`src/inc/pmon_i2c_pkg.sv`:
```
package pmon_i2c_pkg;

   localparam int          BYTE_BITS   = 8;
   localparam int          ADDR_BITS   = 7;
   localparam logic [4:0]  ADDR_BASE   = 5'h0B;
   localparam logic [1:0]  STRAP_RST   = 2'h0;
   // Strap is taken only once both sync stages hold the pin, not their reset value
   localparam logic [1:0]  STRAP_TAKE  = 2'h2;
   localparam logic [3:0]  LAST_BIT    = 4'h7;
   localparam logic [3:0]  STUB_BITS   = 4'h1;
   localparam int          CMD_EXT_BIT = 7;

   // Bus clock limit against the core clock; a bit lasts many core cycles
   localparam int          CLK_FREQ_HZ = 200_000_000;
   localparam int          SCL_MAX_HZ  = 400_000;
   localparam int          SCL_MIN_CYC = CLK_FREQ_HZ / SCL_MAX_HZ;

   typedef enum logic [2:0] {
      ST_IDLE    = 3'b000,
      ST_ADDR    = 3'b001,
      ST_ACK     = 3'b010,
      ST_WR_BYTE = 3'b011,
      ST_RD_BYTE = 3'b100,
      ST_RD_ACK  = 3'b101,
      ST_IGNORE  = 3'b110
   } tgt_state_e;

endpackage

```
`src/rtl/i2c_line_sync.sv`:
```
module i2c_line_sync
   import pmon_i2c_pkg::*;
(
   input  wire logic ref_clk_i,
   input  wire logic srst_i,
   input  wire logic clk_en_i,
   input  wire logic scl_i,
   input  wire logic sda_i,
   output logic      scl_o,
   output logic      sda_o,
   output logic      scl_rise_o,
   output logic      scl_fall_o,
   output logic      start_o,
   output logic      stop_o
);

   logic [2:0] scl_reg;
   logic [2:0] sda_reg;
   logic [2:0] scl_next;
   logic [2:0] sda_next;

   // Two stages before any logic looks at the pins; third stage is history
   always_comb begin
      scl_next = scl_reg;
      sda_next = sda_reg;
      if (clk_en_i) begin
         scl_next = {scl_reg[1:0], scl_i};
         sda_next = {sda_reg[1:0], sda_i};
      end
   end

   always_ff @(posedge ref_clk_i) begin
      if (srst_i) begin
         scl_reg <= 3'h7;
         sda_reg <= 3'h7;
      end else begin
         scl_reg <= scl_next;
         sda_reg <= sda_next;
      end
   end

   assign scl_o      = scl_reg[1];
   assign sda_o      = sda_reg[1];
   assign scl_rise_o = scl_reg[1] & ~scl_reg[2];
   assign scl_fall_o = ~scl_reg[1] & scl_reg[2];
   // Clock must be high on both samples so a skewed edge is not taken
   assign start_o    = scl_reg[1] & scl_reg[2] & sda_reg[2] & ~sda_reg[1];
   assign stop_o     = scl_reg[1] & scl_reg[2] & ~sda_reg[2] & sda_reg[1];

   property p_start_stop_excl;
      @(posedge ref_clk_i) disable iff (srst_i)
      !(start_o && stop_o);
   endproperty
   a_start_stop_excl: assert property (p_start_stop_excl) else $error("start and stop together");

   property p_start_needs_high;
      @(posedge ref_clk_i) disable iff (srst_i)
      start_o |-> $past(scl_reg[1]) && !scl_fall_o;
   endproperty
   a_start_needs_high: assert property (p_start_needs_high) else $error("start without clock high");

endmodule

```
`src/rtl/pmon_i2c_target.sv`:
```
module pmon_i2c_target
   import pmon_i2c_pkg::*;
(
   input  wire logic        ref_clk_i,
   input  wire logic        srst_i,
   input  wire logic        clk_en_i,
   input  wire logic        scl_i,
   input  wire logic        sda_i,
   output logic             sda_o,
   output logic             sda_oe_n_o,
   input  wire logic [1:0]  addr_strap_i,
   input  wire logic        rd_ready_i,
   input  wire logic [7:0]  rd_data_i,
   output logic             rd_req_o,
   output logic             cmd_valid_o,
   output logic [7:0]       cmd_byte_o,
   output logic             cmd_ext_o,
   output logic             wr_valid_o,
   output logic [7:0]       wr_data_o,
   output logic             quick_o,
   output logic             busy_o,
   output logic [6:0]       own_addr_o
);

   logic scl_s;
   logic sda_s;
   logic scl_rise;
   logic scl_fall;
   logic start_s;
   logic stop_s;

   i2c_line_sync u_sync (
      .ref_clk_i  (ref_clk_i),
      .srst_i     (srst_i),
      .clk_en_i   (clk_en_i),
      .scl_i      (scl_i),
      .sda_i      (sda_i),
      .scl_o      (scl_s),
      .sda_o      (sda_s),
      .scl_rise_o (scl_rise),
      .scl_fall_o (scl_fall),
      .start_o    (start_s),
      .stop_o     (stop_s)
   );

   // Strap capture: synchronised, then frozen once after reset
   logic [1:0] strap_s1_reg;
   logic [1:0] strap_s2_reg;
   logic [1:0] strap_reg;
   logic [1:0] strap_cnt_reg;
   logic [1:0] strap_s1_next;
   logic [1:0] strap_s2_next;
   logic [1:0] strap_next;
   logic [1:0] strap_cnt_next;
   logic [6:0] own_addr;

   always_comb begin
      strap_s1_next   = strap_s1_reg;
      strap_s2_next   = strap_s2_reg;
      strap_next      = strap_reg;
      strap_cnt_next  = strap_cnt_reg;
      if (clk_en_i) begin
         strap_s1_next = addr_strap_i;
         strap_s2_next = strap_s1_reg;
         // Later strap changes are ignored: the address is a power-up choice
         if (strap_cnt_reg <= STRAP_TAKE) begin
            strap_cnt_next = strap_cnt_reg + 2'h1;
         end
         if (strap_cnt_reg == STRAP_TAKE) begin
            strap_next = strap_s2_reg;
         end
      end
   end

   always_ff @(posedge ref_clk_i) begin
      if (srst_i) begin
         strap_s1_reg   <= STRAP_RST;
         strap_s2_reg   <= STRAP_RST;
         strap_reg      <= STRAP_RST;
         strap_cnt_reg  <= 2'h0;
      end else begin
         strap_s1_reg   <= strap_s1_next;
         strap_s2_reg   <= strap_s2_next;
         strap_reg      <= strap_next;
         strap_cnt_reg  <= strap_cnt_next;
      end
   end

   assign own_addr = {ADDR_BASE, strap_reg};

   tgt_state_e state_reg;
   tgt_state_e state_next;
   logic [3:0] cnt_reg;
   logic [3:0] cnt_next;
   logic [7:0] sh_reg;
   logic [7:0] sh_next;
   logic       rw_reg;
   logic       rw_next;
   logic       first_reg;
   logic       first_next;
   logic       drive_reg;
   logic       drive_next;
   logic       ack_on_reg;
   logic       ack_on_next;
   logic       cmd_valid_reg;
   logic       cmd_valid_next;
   logic [7:0] cmd_byte_reg;
   logic [7:0] cmd_byte_next;
   logic       cmd_ext_reg;
   logic       cmd_ext_next;
   logic       wr_valid_reg;
   logic       wr_valid_next;
   logic [7:0] wr_data_reg;
   logic [7:0] wr_data_next;
   logic       quick_reg;
   logic       quick_next;
   logic       rd_req_reg;
   logic       rd_req_next;
   logic [7:0] in_byte;

   assign in_byte = {sh_reg[6:0], sda_s};

   always_comb begin
      state_next     = state_reg;
      cnt_next       = cnt_reg;
      sh_next        = sh_reg;
      rw_next        = rw_reg;
      first_next     = first_reg;
      drive_next     = drive_reg;
      ack_on_next    = ack_on_reg;
      cmd_valid_next = cmd_valid_reg & ~clk_en_i;
      cmd_byte_next  = cmd_byte_reg;
      cmd_ext_next   = cmd_ext_reg;
      wr_valid_next  = wr_valid_reg & ~clk_en_i;
      wr_data_next   = wr_data_reg;
      quick_next     = quick_reg & ~clk_en_i;
      rd_req_next    = rd_req_reg & ~clk_en_i;
      if (clk_en_i && stop_s) begin
         // A stop during the first bit after the address ack is a presence check
         quick_next  = (state_reg == ST_WR_BYTE) && first_reg && (cnt_reg <= STUB_BITS);
         state_next  = ST_IDLE;
         drive_next  = 1'b0;
         ack_on_next = 1'b0;
      end else if (clk_en_i && start_s) begin
         // Repeated start is taken in any state
         state_next  = ST_ADDR;
         cnt_next    = 4'h0;
         drive_next  = 1'b0;
         ack_on_next = 1'b0;
      end else if (clk_en_i) begin
         unique case (state_reg)
            ST_IDLE, ST_IGNORE: begin
               drive_next = 1'b0;
            end
            ST_ADDR, ST_WR_BYTE: begin
               if (scl_rise) begin
                  sh_next  = in_byte;
                  cnt_next = cnt_reg + 4'h1;
                  if (cnt_reg == LAST_BIT) begin
                     cnt_next = 4'h0;
                     if (state_reg == ST_ADDR) begin
                        rw_next    = sda_s;
                        first_next = 1'b1;
                        // A read is refused until results are ready
                        if (sh_reg[6:0] == own_addr && (!sda_s || rd_ready_i)) begin
                           state_next = ST_ACK;
                        end else begin
                           state_next = ST_IGNORE;
                        end
                     end else begin
                        state_next = ST_ACK;
                        first_next = 1'b0;
                        if (first_reg) begin
                           cmd_valid_next = 1'b1;
                           cmd_byte_next  = in_byte;
                           cmd_ext_next   = in_byte[CMD_EXT_BIT];
                        end else begin
                           wr_valid_next = 1'b1;
                           wr_data_next  = in_byte;
                        end
                     end
                  end
               end
            end
            ST_ACK: begin
               if (scl_fall) begin
                  if (!ack_on_reg) begin
                     ack_on_next = 1'b1;
                     drive_next  = 1'b1;
                  end else begin
                     ack_on_next = 1'b0;
                     drive_next  = 1'b0;
                     if (rw_reg) begin
                        state_next  = ST_RD_BYTE;
                        sh_next     = rd_data_i;
                        rd_req_next = 1'b1;
                        drive_next  = ~rd_data_i[7];
                     end else begin
                        state_next = ST_WR_BYTE;
                     end
                  end
               end
            end
            ST_RD_BYTE: begin
               // The line only carries our data here, so nothing is sampled
               if (scl_rise) begin
                  cnt_next = cnt_reg + 4'h1;
                  if (cnt_reg == LAST_BIT) begin
                     cnt_next   = 4'h0;
                     state_next = ST_RD_ACK;
                  end
               end else if (scl_fall) begin
                  sh_next    = {sh_reg[6:0], 1'b0};
                  drive_next = ~sh_reg[6];
               end
            end
            ST_RD_ACK: begin
               if (scl_fall) begin
                  drive_next = 1'b0;
                  if (ack_on_reg) begin
                     ack_on_next = 1'b0;
                     state_next  = ST_RD_BYTE;
                     sh_next     = rd_data_i;
                     rd_req_next = 1'b1;
                     drive_next  = ~rd_data_i[7];
                  end
               end else if (scl_rise) begin
                  if (sda_s) begin
                     state_next = ST_IGNORE;
                  end else begin
                     ack_on_next = 1'b1;
                  end
               end
            end
            default: begin
               state_next = ST_IDLE;
               drive_next = 1'b0;
            end
         endcase
      end
   end

   always_ff @(posedge ref_clk_i) begin
      if (srst_i) begin
         state_reg     <= ST_IDLE;
         cnt_reg       <= 4'h0;
         sh_reg        <= 8'h00;
         rw_reg        <= 1'b0;
         first_reg     <= 1'b0;
         drive_reg     <= 1'b0;
         ack_on_reg    <= 1'b0;
         cmd_valid_reg <= 1'b0;
         cmd_byte_reg  <= 8'h00;
         cmd_ext_reg   <= 1'b0;
         wr_valid_reg  <= 1'b0;
         wr_data_reg   <= 8'h00;
         quick_reg     <= 1'b0;
         rd_req_reg    <= 1'b0;
      end else begin
         state_reg     <= state_next;
         cnt_reg       <= cnt_next;
         sh_reg        <= sh_next;
         rw_reg        <= rw_next;
         first_reg     <= first_next;
         drive_reg     <= drive_next;
         ack_on_reg    <= ack_on_next;
         cmd_valid_reg <= cmd_valid_next;
         cmd_byte_reg  <= cmd_byte_next;
         cmd_ext_reg   <= cmd_ext_next;
         wr_valid_reg  <= wr_valid_next;
         wr_data_reg   <= wr_data_next;
         quick_reg     <= quick_next;
         rd_req_reg    <= rd_req_next;
      end
   end

   // Open drain: the pad value is always low, only the enable moves
   assign sda_o       = 1'b0;
   assign sda_oe_n_o  = ~drive_reg;
   assign rd_req_o    = rd_req_reg;
   assign cmd_valid_o = cmd_valid_reg;
   assign cmd_byte_o  = cmd_byte_reg;
   assign cmd_ext_o   = cmd_ext_reg;
   assign wr_valid_o  = wr_valid_reg;
   assign wr_data_o   = wr_data_reg;
   assign quick_o     = quick_reg;
   assign busy_o      = (state_reg != ST_IDLE);
   assign own_addr_o  = own_addr;

   property p_ack_hold;
      @(posedge ref_clk_i) disable iff (srst_i)
      (state_reg == ST_ACK) && ack_on_reg && scl_s |-> !sda_oe_n_o;
   endproperty
   a_ack_hold: assert property (p_ack_hold) else $error("ack not held in ninth clock");

   property p_silent;
      @(posedge ref_clk_i) disable iff (srst_i)
      (state_reg == ST_IGNORE) || (state_reg == ST_IDLE) |-> sda_oe_n_o;
   endproperty
   a_silent: assert property (p_silent) else $error("line driven while not addressed");

   property p_rd_nack_free;
      @(posedge ref_clk_i) disable iff (srst_i)
      (state_reg == ST_RD_ACK) && scl_rise |-> sda_oe_n_o;
   endproperty
   a_rd_nack_free: assert property (p_rd_nack_free) else $error("line driven in master ack bit");

   property p_start_addr;
      @(posedge ref_clk_i) disable iff (srst_i)
      start_s && clk_en_i |=> (state_reg == ST_ADDR) && (cnt_reg == 4'h0) && sda_oe_n_o;
   endproperty
   a_start_addr: assert property (p_start_addr) else $error("start not followed by address phase");

   property p_stop_idle;
      @(posedge ref_clk_i) disable iff (srst_i)
      stop_s && clk_en_i |=> (state_reg == ST_IDLE) && !busy_o;
   endproperty
   a_stop_idle: assert property (p_stop_idle) else $error("stop did not end frame");

   property p_quick;
      @(posedge ref_clk_i) disable iff (srst_i)
      quick_o |-> $past(state_reg) == ST_WR_BYTE && state_reg == ST_IDLE;
   endproperty
   a_quick: assert property (p_quick) else $error("quick command outside write phase");

   property p_cmd_first;
      @(posedge ref_clk_i) disable iff (srst_i)
      cmd_valid_o |-> !first_reg && (state_reg == ST_ACK) && (cmd_ext_o == cmd_byte_o[CMD_EXT_BIT]);
   endproperty
   a_cmd_first: assert property (p_cmd_first) else $error("command byte misplaced");

   property p_addr_match;
      @(posedge ref_clk_i) disable iff (srst_i)
      $past(state_reg) == ST_ADDR && state_reg == ST_ACK |-> $past(sh_reg[6:0]) == own_addr;
   endproperty
   a_addr_match: assert property (p_addr_match) else $error("acked a foreign address");
endmodule

```
`config.mk`:
```
export PLATFORM = sky130hd
export DESIGN_NAME = pmon_i2c_target
export DESIGN_NICKNAME = d
export VERILOG_FILES = /design/src/inc/pmon_i2c_pkg.sv /design/src/rtl/i2c_line_sync.sv /design/src/rtl/pmon_i2c_target.sv
export SDC_FILE = /design/constraint.sdc
export NUM_CORES = 1
export LEC_CHECK = 0
export ABC_AREA = 1
export BUFFER_PORTS_ARGS = -buffer_cell sky130_fd_sc_hd__buf_4
export CORE_UTILIZATION = 49
export DETAILED_ROUTE_END_ITERATION = 8
export PLACE_DENSITY = 0.71
export SLEW_MARGIN = 30
export SYNTH_ARGS = -nofsm -noshare
export SYNTH_HDL_FRONTEND = slang
export SYNTH_SLANG_ARGS = --single-unit
export TNS_END_PERCENT = 20
```
`constraint.sdc`:
```
create_clock -name ref_clk_i -period 2 [get_ports ref_clk_i]
set_clock_uncertainty 0.15 [all_clocks]
set_input_delay 0.3 -clock ref_clk_i [delete_from_list [all_inputs] [get_ports ref_clk_i]]
set_output_delay 0.3 -clock ref_clk_i [all_outputs]
set_load 0.01 [all_outputs]
```
== Word-level counts from Yosys, hierarchy flattened ==
Index checks and enable logic that the tools add are counted.

* Add/sub/neg operators: 2
* Order comparisons: 2
* Eq/ne operators: 34
* Multiplexer cells: 71
* Bitwise operators: 25
* Reductions and logical operators: 31

{| class="wikitable"
|+ Operators by type and width
! cell !! number
|-
| $mux W7 || 8
|-
| $mux W1 || 40
|-
| $mux W3 || 13
|-
| $pmux W7 S4 || 1
|-
| $ne A3 B3 Y1 const B || 9
|-
| $ne A2 B2 Y1 const B || 12
|-
| $reduce_and A11 Y1 || 2
|-
| $mux W4 || 5
|-
| $reduce_and A8 Y1 || 2
|-
| $pmux W3 S5 || 1
|-
| $not A1 Y1 || 14
|-
| $reduce_and A12 Y1 || 1
|-
| $reduce_and A6 Y1 || 2
|-
| $and A1 B1 Y1 || 11
|-
| $eq A3 B3 Y1 const B || 3
|-
| $ne A4 B4 Y1 const B || 2
|-
| $reduce_bool A2 Y1 || 4
|-
| $eq A7 B6 Y1 || 1
|-
| $reduce_and A7 Y1 || 1
|-
| $eq A3 B2 Y1 const B || 2
|-
| $reduce_or A2 Y1 || 3
|-
| $reduce_or A3 Y1 || 2
|-
| $logic_and A1 B1 Y1 || 5
|-
| $reduce_and A5 Y1 || 1
|-
| other kinds (18) || 20
|}

* Register bits: 53
* Input bits: 16
* Output and inout port bits: 31
* Word-level logic and storage cells: 186

== Logic depth before layout (Yosys ltp) ==
* Depth after elaboration: 10
* Gate-level depth with buffers: 12
* Depth with buffers taken out: 12

== Modules after synthesis ==
A second synthesis with hierarchy kept.

* Cell total of the unflattened synthesis: 376
* Area total of the unflattened synthesis: 2657.5 µm²

{| class="wikitable"
|+ Modules (own cells, without submodules)
! module !! times used !! cells an instance !! area each (µm²) !! seq. area each (µm²)
|-
| pmon_i2c_target || 1 || 342 || 2422.3 || 920.9
|-
| i2c_line_sync || 1 || 34 || 235.2 || 120.1
|}

== Least setup slack after synthesis ==
Ideal clock, no wire load.

* Path kind: register -> register
* Start: register u_sync.scl_reg[1]
* End: register wr_data_reg[1], in the netlist wr_data_o[1]
* Library setup time: 0.116 ns
* Arrival: 1.365 ns
* Data required time: 1.734 ns
* Setup slack: 0.370 ns
* Stages on the path, launching flop included: 11
* Path buffers: 0
* Clock period less this slack: 1.630 ns
* Cell sequence: dfxtp_1 -> ha_1 -> nand2_1 -> nor2_1 -> nand2_1 -> nand2_2 -> nor2_4 -> nand3_4 -> clkinv_2 -> nor2_1 -> nor2_1

* Word-level cells in the longest chain between the ends: 6
* Elaborated cells between the ends (all ways): 11
* Classes of those cells: 8 x bitwise; 3 x reduce/logical

{| class="wikitable"
|+ Ends and longest elaborated chain
! element !! line !! source
|-
| from (decl) || i2c_line_sync.sv:17 || <nowiki>logic [2:0] scl_reg;</nowiki>
|-
| from (signal assigned) || i2c_line_sync.sv:37 || <nowiki>scl_reg <= scl_next;</nowiki>
|-
| $and A1 B1 Y1 || i2c_line_sync.sv:47, i2c_line_sync.sv:48 ||
|-
| $and A1 B1 Y1 (on tied branches) (2 in a row) || i2c_line_sync.sv:47, i2c_line_sync.sv:48 ||
|-
| $logic_and A1 B1 Y1 (on tied branches) || pmon_i2c_target.sv:144, pmon_i2c_target.sv:138 ||
|-
| $not A1 Y1 (no line) || -- ||
|-
| $reduce_and A8 Y1 (no line) * || -- ||
|-
| to (signal assigned) || pmon_i2c_target.sv:271 || <nowiki>wr_data_reg <= wr_data_next;</nowiki>
|-
| to (decl) || pmon_i2c_target.sv:113 || <nowiki>logic [7:0] wr_data_reg;</nowiki>
|}

Every way passes the cells marked *; elsewhere a longest branch is shown, timed or not.
A chain may end at the register's enable or synchronous reset.

== Worst setup path after layout ==
* Start: register u_sync.scl_reg[1]
* End: register wr_data_reg[3], in the netlist wr_data_o[3]

The elaborated chain is that of the path after synthesis.

==> results.yml <==
outcome:
  outcome: "completed"
global_route:
  grtUsageMet3_pct: 5.595
  first_global_vias: 2374
  met2_usage_pct: 38.41
  top_usage_layer: "met2"
  grt_first_pass_wirelength_um: 10720
  antenna_found_initial: 0
  grtUsageTotal_pct: 22.58
  grt_start_max_net_pins: 34
  use_met1_pct: 28.05
  grt-ovfl-total: 0
floorplanning:
  coreArea_sq_um: 5473
  design.die.area_sq_um: 5966
  pin_count: 47
  row_count: 27
  die_y_um: 77.24
  die_x_um: 77.24
  initial_utilization_pct: 50.69
placement:
  gp_congestion: 0.8940
  port_buffers: 40
  placed_area_sq_um: 3115
  hpwl_um: 4601
power:
  p_per_area_nw_per_um2: 644.3
  cellLeakagePower_nw: 1.545
  ir_worst_vdd_mv: 0.4492
sta:
  finalSetupViolations: 0
  max_freq_mhz: 534.9
  hold_violations: 0
  period_share_pct: 93.47
  fin_setup_tns_ps: 0
  fin_crit_ps: 1869
  hold_slack_ps: 41.46
  slew_violations: 0
clock_tree:
  clock-sinks: 52
  root_buffer: "clkbuf_8"
  cts_tree: "built"
  insertion_delay_ps: 320
  cts_buffer_depth: 2
  cts_buffers: 5
  htreeDepth: 2
  clk_pin_slew_worst_paths_ps: 100
logic_synthesis:
  synth_top_area_cell: "dfxtp_1"
  synth_area_sq_um: 2774
  synth_compound_area_share_pct: 13.26
  async_flop_share_pct: 0
  synth_top_area_share_pct: 37.53
  synth.most_common_cell: "nand2_1"
  synth-seq-cells: 52
  syn_inst: 390
  synth_edf_count: 0
  synth_top_family_by_area: "simple AND/OR/NAND/NOR gates"
  synth_area_per_cell_sq_um: 7.113
  synth.area.mux_share_pct: 0
  synth.distinct_cells: 35
  ys_warn_count: 0
  synthAdderAreaFrac_pct: 3.608
  synthTopCellsByArea: "dfxtp_1 (38%), nand2_1 (10%), nor2_1 (9.3%), o21ai_0 (6.0%), inv_1 (4.5%)"
  synth-main-ff-cell: "dfxtp_1"
  synthSimpleGateAreaFrac_pct: 33.78
  seq_area_frac_synth_pct: 37.53
  synthTopCellsByCount: "nand2_1 (75), nor2_1 (69), dfxtp_1 (52)"
  synthXorXnorAreaFrac_pct: 0.9472
finish:
  syn2layout_area_growth_pct: 19.22
  final_area_sq_um: 3307
  final_nets: 460
  fillers: 544
  final_util_pct: 60.43
  drive_above_1_share_pct: 23.39
  diodes: 0
critical_path:
  end_kind: "register"
  r2r_cells: 9
  ff2ff_setup_slack_ps: 130
  critPathMaxFanout: 6
  worstSetupPathType: "register to register"
  arrival_ps: 1940
  start_kind: "register"
  crit_required_ps: 2070
  rr_startpoint: "u_sync.scl_reg[1]"
  r2r_end: "wr_data_o[3]"
drt:
  avgViaCountPerCell: 4.998
  drt_iter0_drc: 228
  drc: 0
  ant_nets: 0
  via_count: 2539
  first_pass_iters: 4
  routedWlPerCell_um: 12.66
  totalWireLength_um: 6429
hold_path:
  hold_path_end: "u_sync.scl_reg[0]"
  hold_depth: 3
  holdCritStartpoint: "scl_i"
  hp-class: "primary input to register"
job:
  cap_violations: 0
[metrics by stage]
step | total power, W | setup slack, ps | instances
finish | 0.002131 | 130.6 | 508
detailed placement | 0.001306 | 70.43 | 496
CTS | 0.002137 | 51.02 | 503
floorplan | 0.001249 | 369.5 | 394
global route | 0.002211 | -32.98 | 508
global placement | 0.001302 | 99.91 | 496
[power breakdown]
part | switching (W) | total (W) | internal, W
clock network | 0.000350 | 0.000842 | 0.000492
registers | 0.0000245 | 0.00109 | 0.00106
logic | 0.000125 | 0.000202 | 0.0000770
[layer usage]
layer	share of wire (%)	routed length (um)
met4	1.2	78
met5	0	0
met2	48	3115
met3	4.3	276
met1	46	2959
[critical path, stage by stage, from the launching register on]
cell and delay (ps):
dfxtp_2 350, ha_1 230, nand2_1 100, nor2_2 60
nand2_2 100, nand2_2 90, nor2_4 250, nand3_4 160
o21ai_0 230, nor2_1 60
[worst max-delay path by stage]
stage	start	endpoint	cells past startpoint
3_3_place_gp	u_sync.scl_reg[1]	wr_data_o[3]	10
6_report	u_sync.scl_reg[1]	wr_data_o[3]	9
4_1_cts	u_sync.scl_reg[1]	cmd_byte_o[2]	10
3_5_place_dp	u_sync.scl_reg[1]	cmd_byte_o[2]	10
2_1_floorplan	u_sync.scl_reg[1]	wr_data_o[1]	10
5_1_grt	u_sync.scl_reg[2]	wr_data_o[3]	9
[logic make-up after synthesis]
logic type / count (synthesis)
and+or+nand+nor: 195
AOI/OAI and AO/OA: 69
buffers and inverters: 61
DFF: 52
adders and majority gates: 8
xor gates and xnor gates: 3
other: 2
[cell type report]
class | instances | area (sq um) | share of cell area (%)
Timing Repair Buffer | 52 | 390.4 | 11.80
Inverter | 42 | 165.2 | 4.994
Tap cell | 72 | 90.09 | 2.724
Sequential cell | 52 | 1044 | 31.56
Clock buffer | 5 | 68.82 | 2.081
Clock inverter | 2 | 60.06 | 1.816
Multi-Input combinational cell | 283 | 1489 | 45.02
[placed cells by master, fill, tap and decap left out, types with 2 or more instances in the layout]
cell,n
nand2_1,74
nor2_1,68
buf_4,52
dfxtp_1,50
inv_1,33
o21ai_0,31
a21oi_1,21
nand3_1,19
nand2_2,9
o21ai_1,9
ha_1,7
inv_2,6
conb_1,6
nor2_2,5
clkbuf_8,5
nor2_4,4
nand3_4,4
inv_4,3
nand4_1,3
nor3_1,3
xor2_1,3
nand3_2,3
nand2_4,2
o211ai_1,2
o21bai_1,2
bufinv_16,2
dfxtp_2,2
[timing repair]
action | 4_1_cts | 5_1_grt
setup buffers | 0 | 3
setup endpoints to repair | 0 | 16
hold buffers | 0 | 0
resized for setup | 0 | 10
Power figures use the tool's default switching activity.
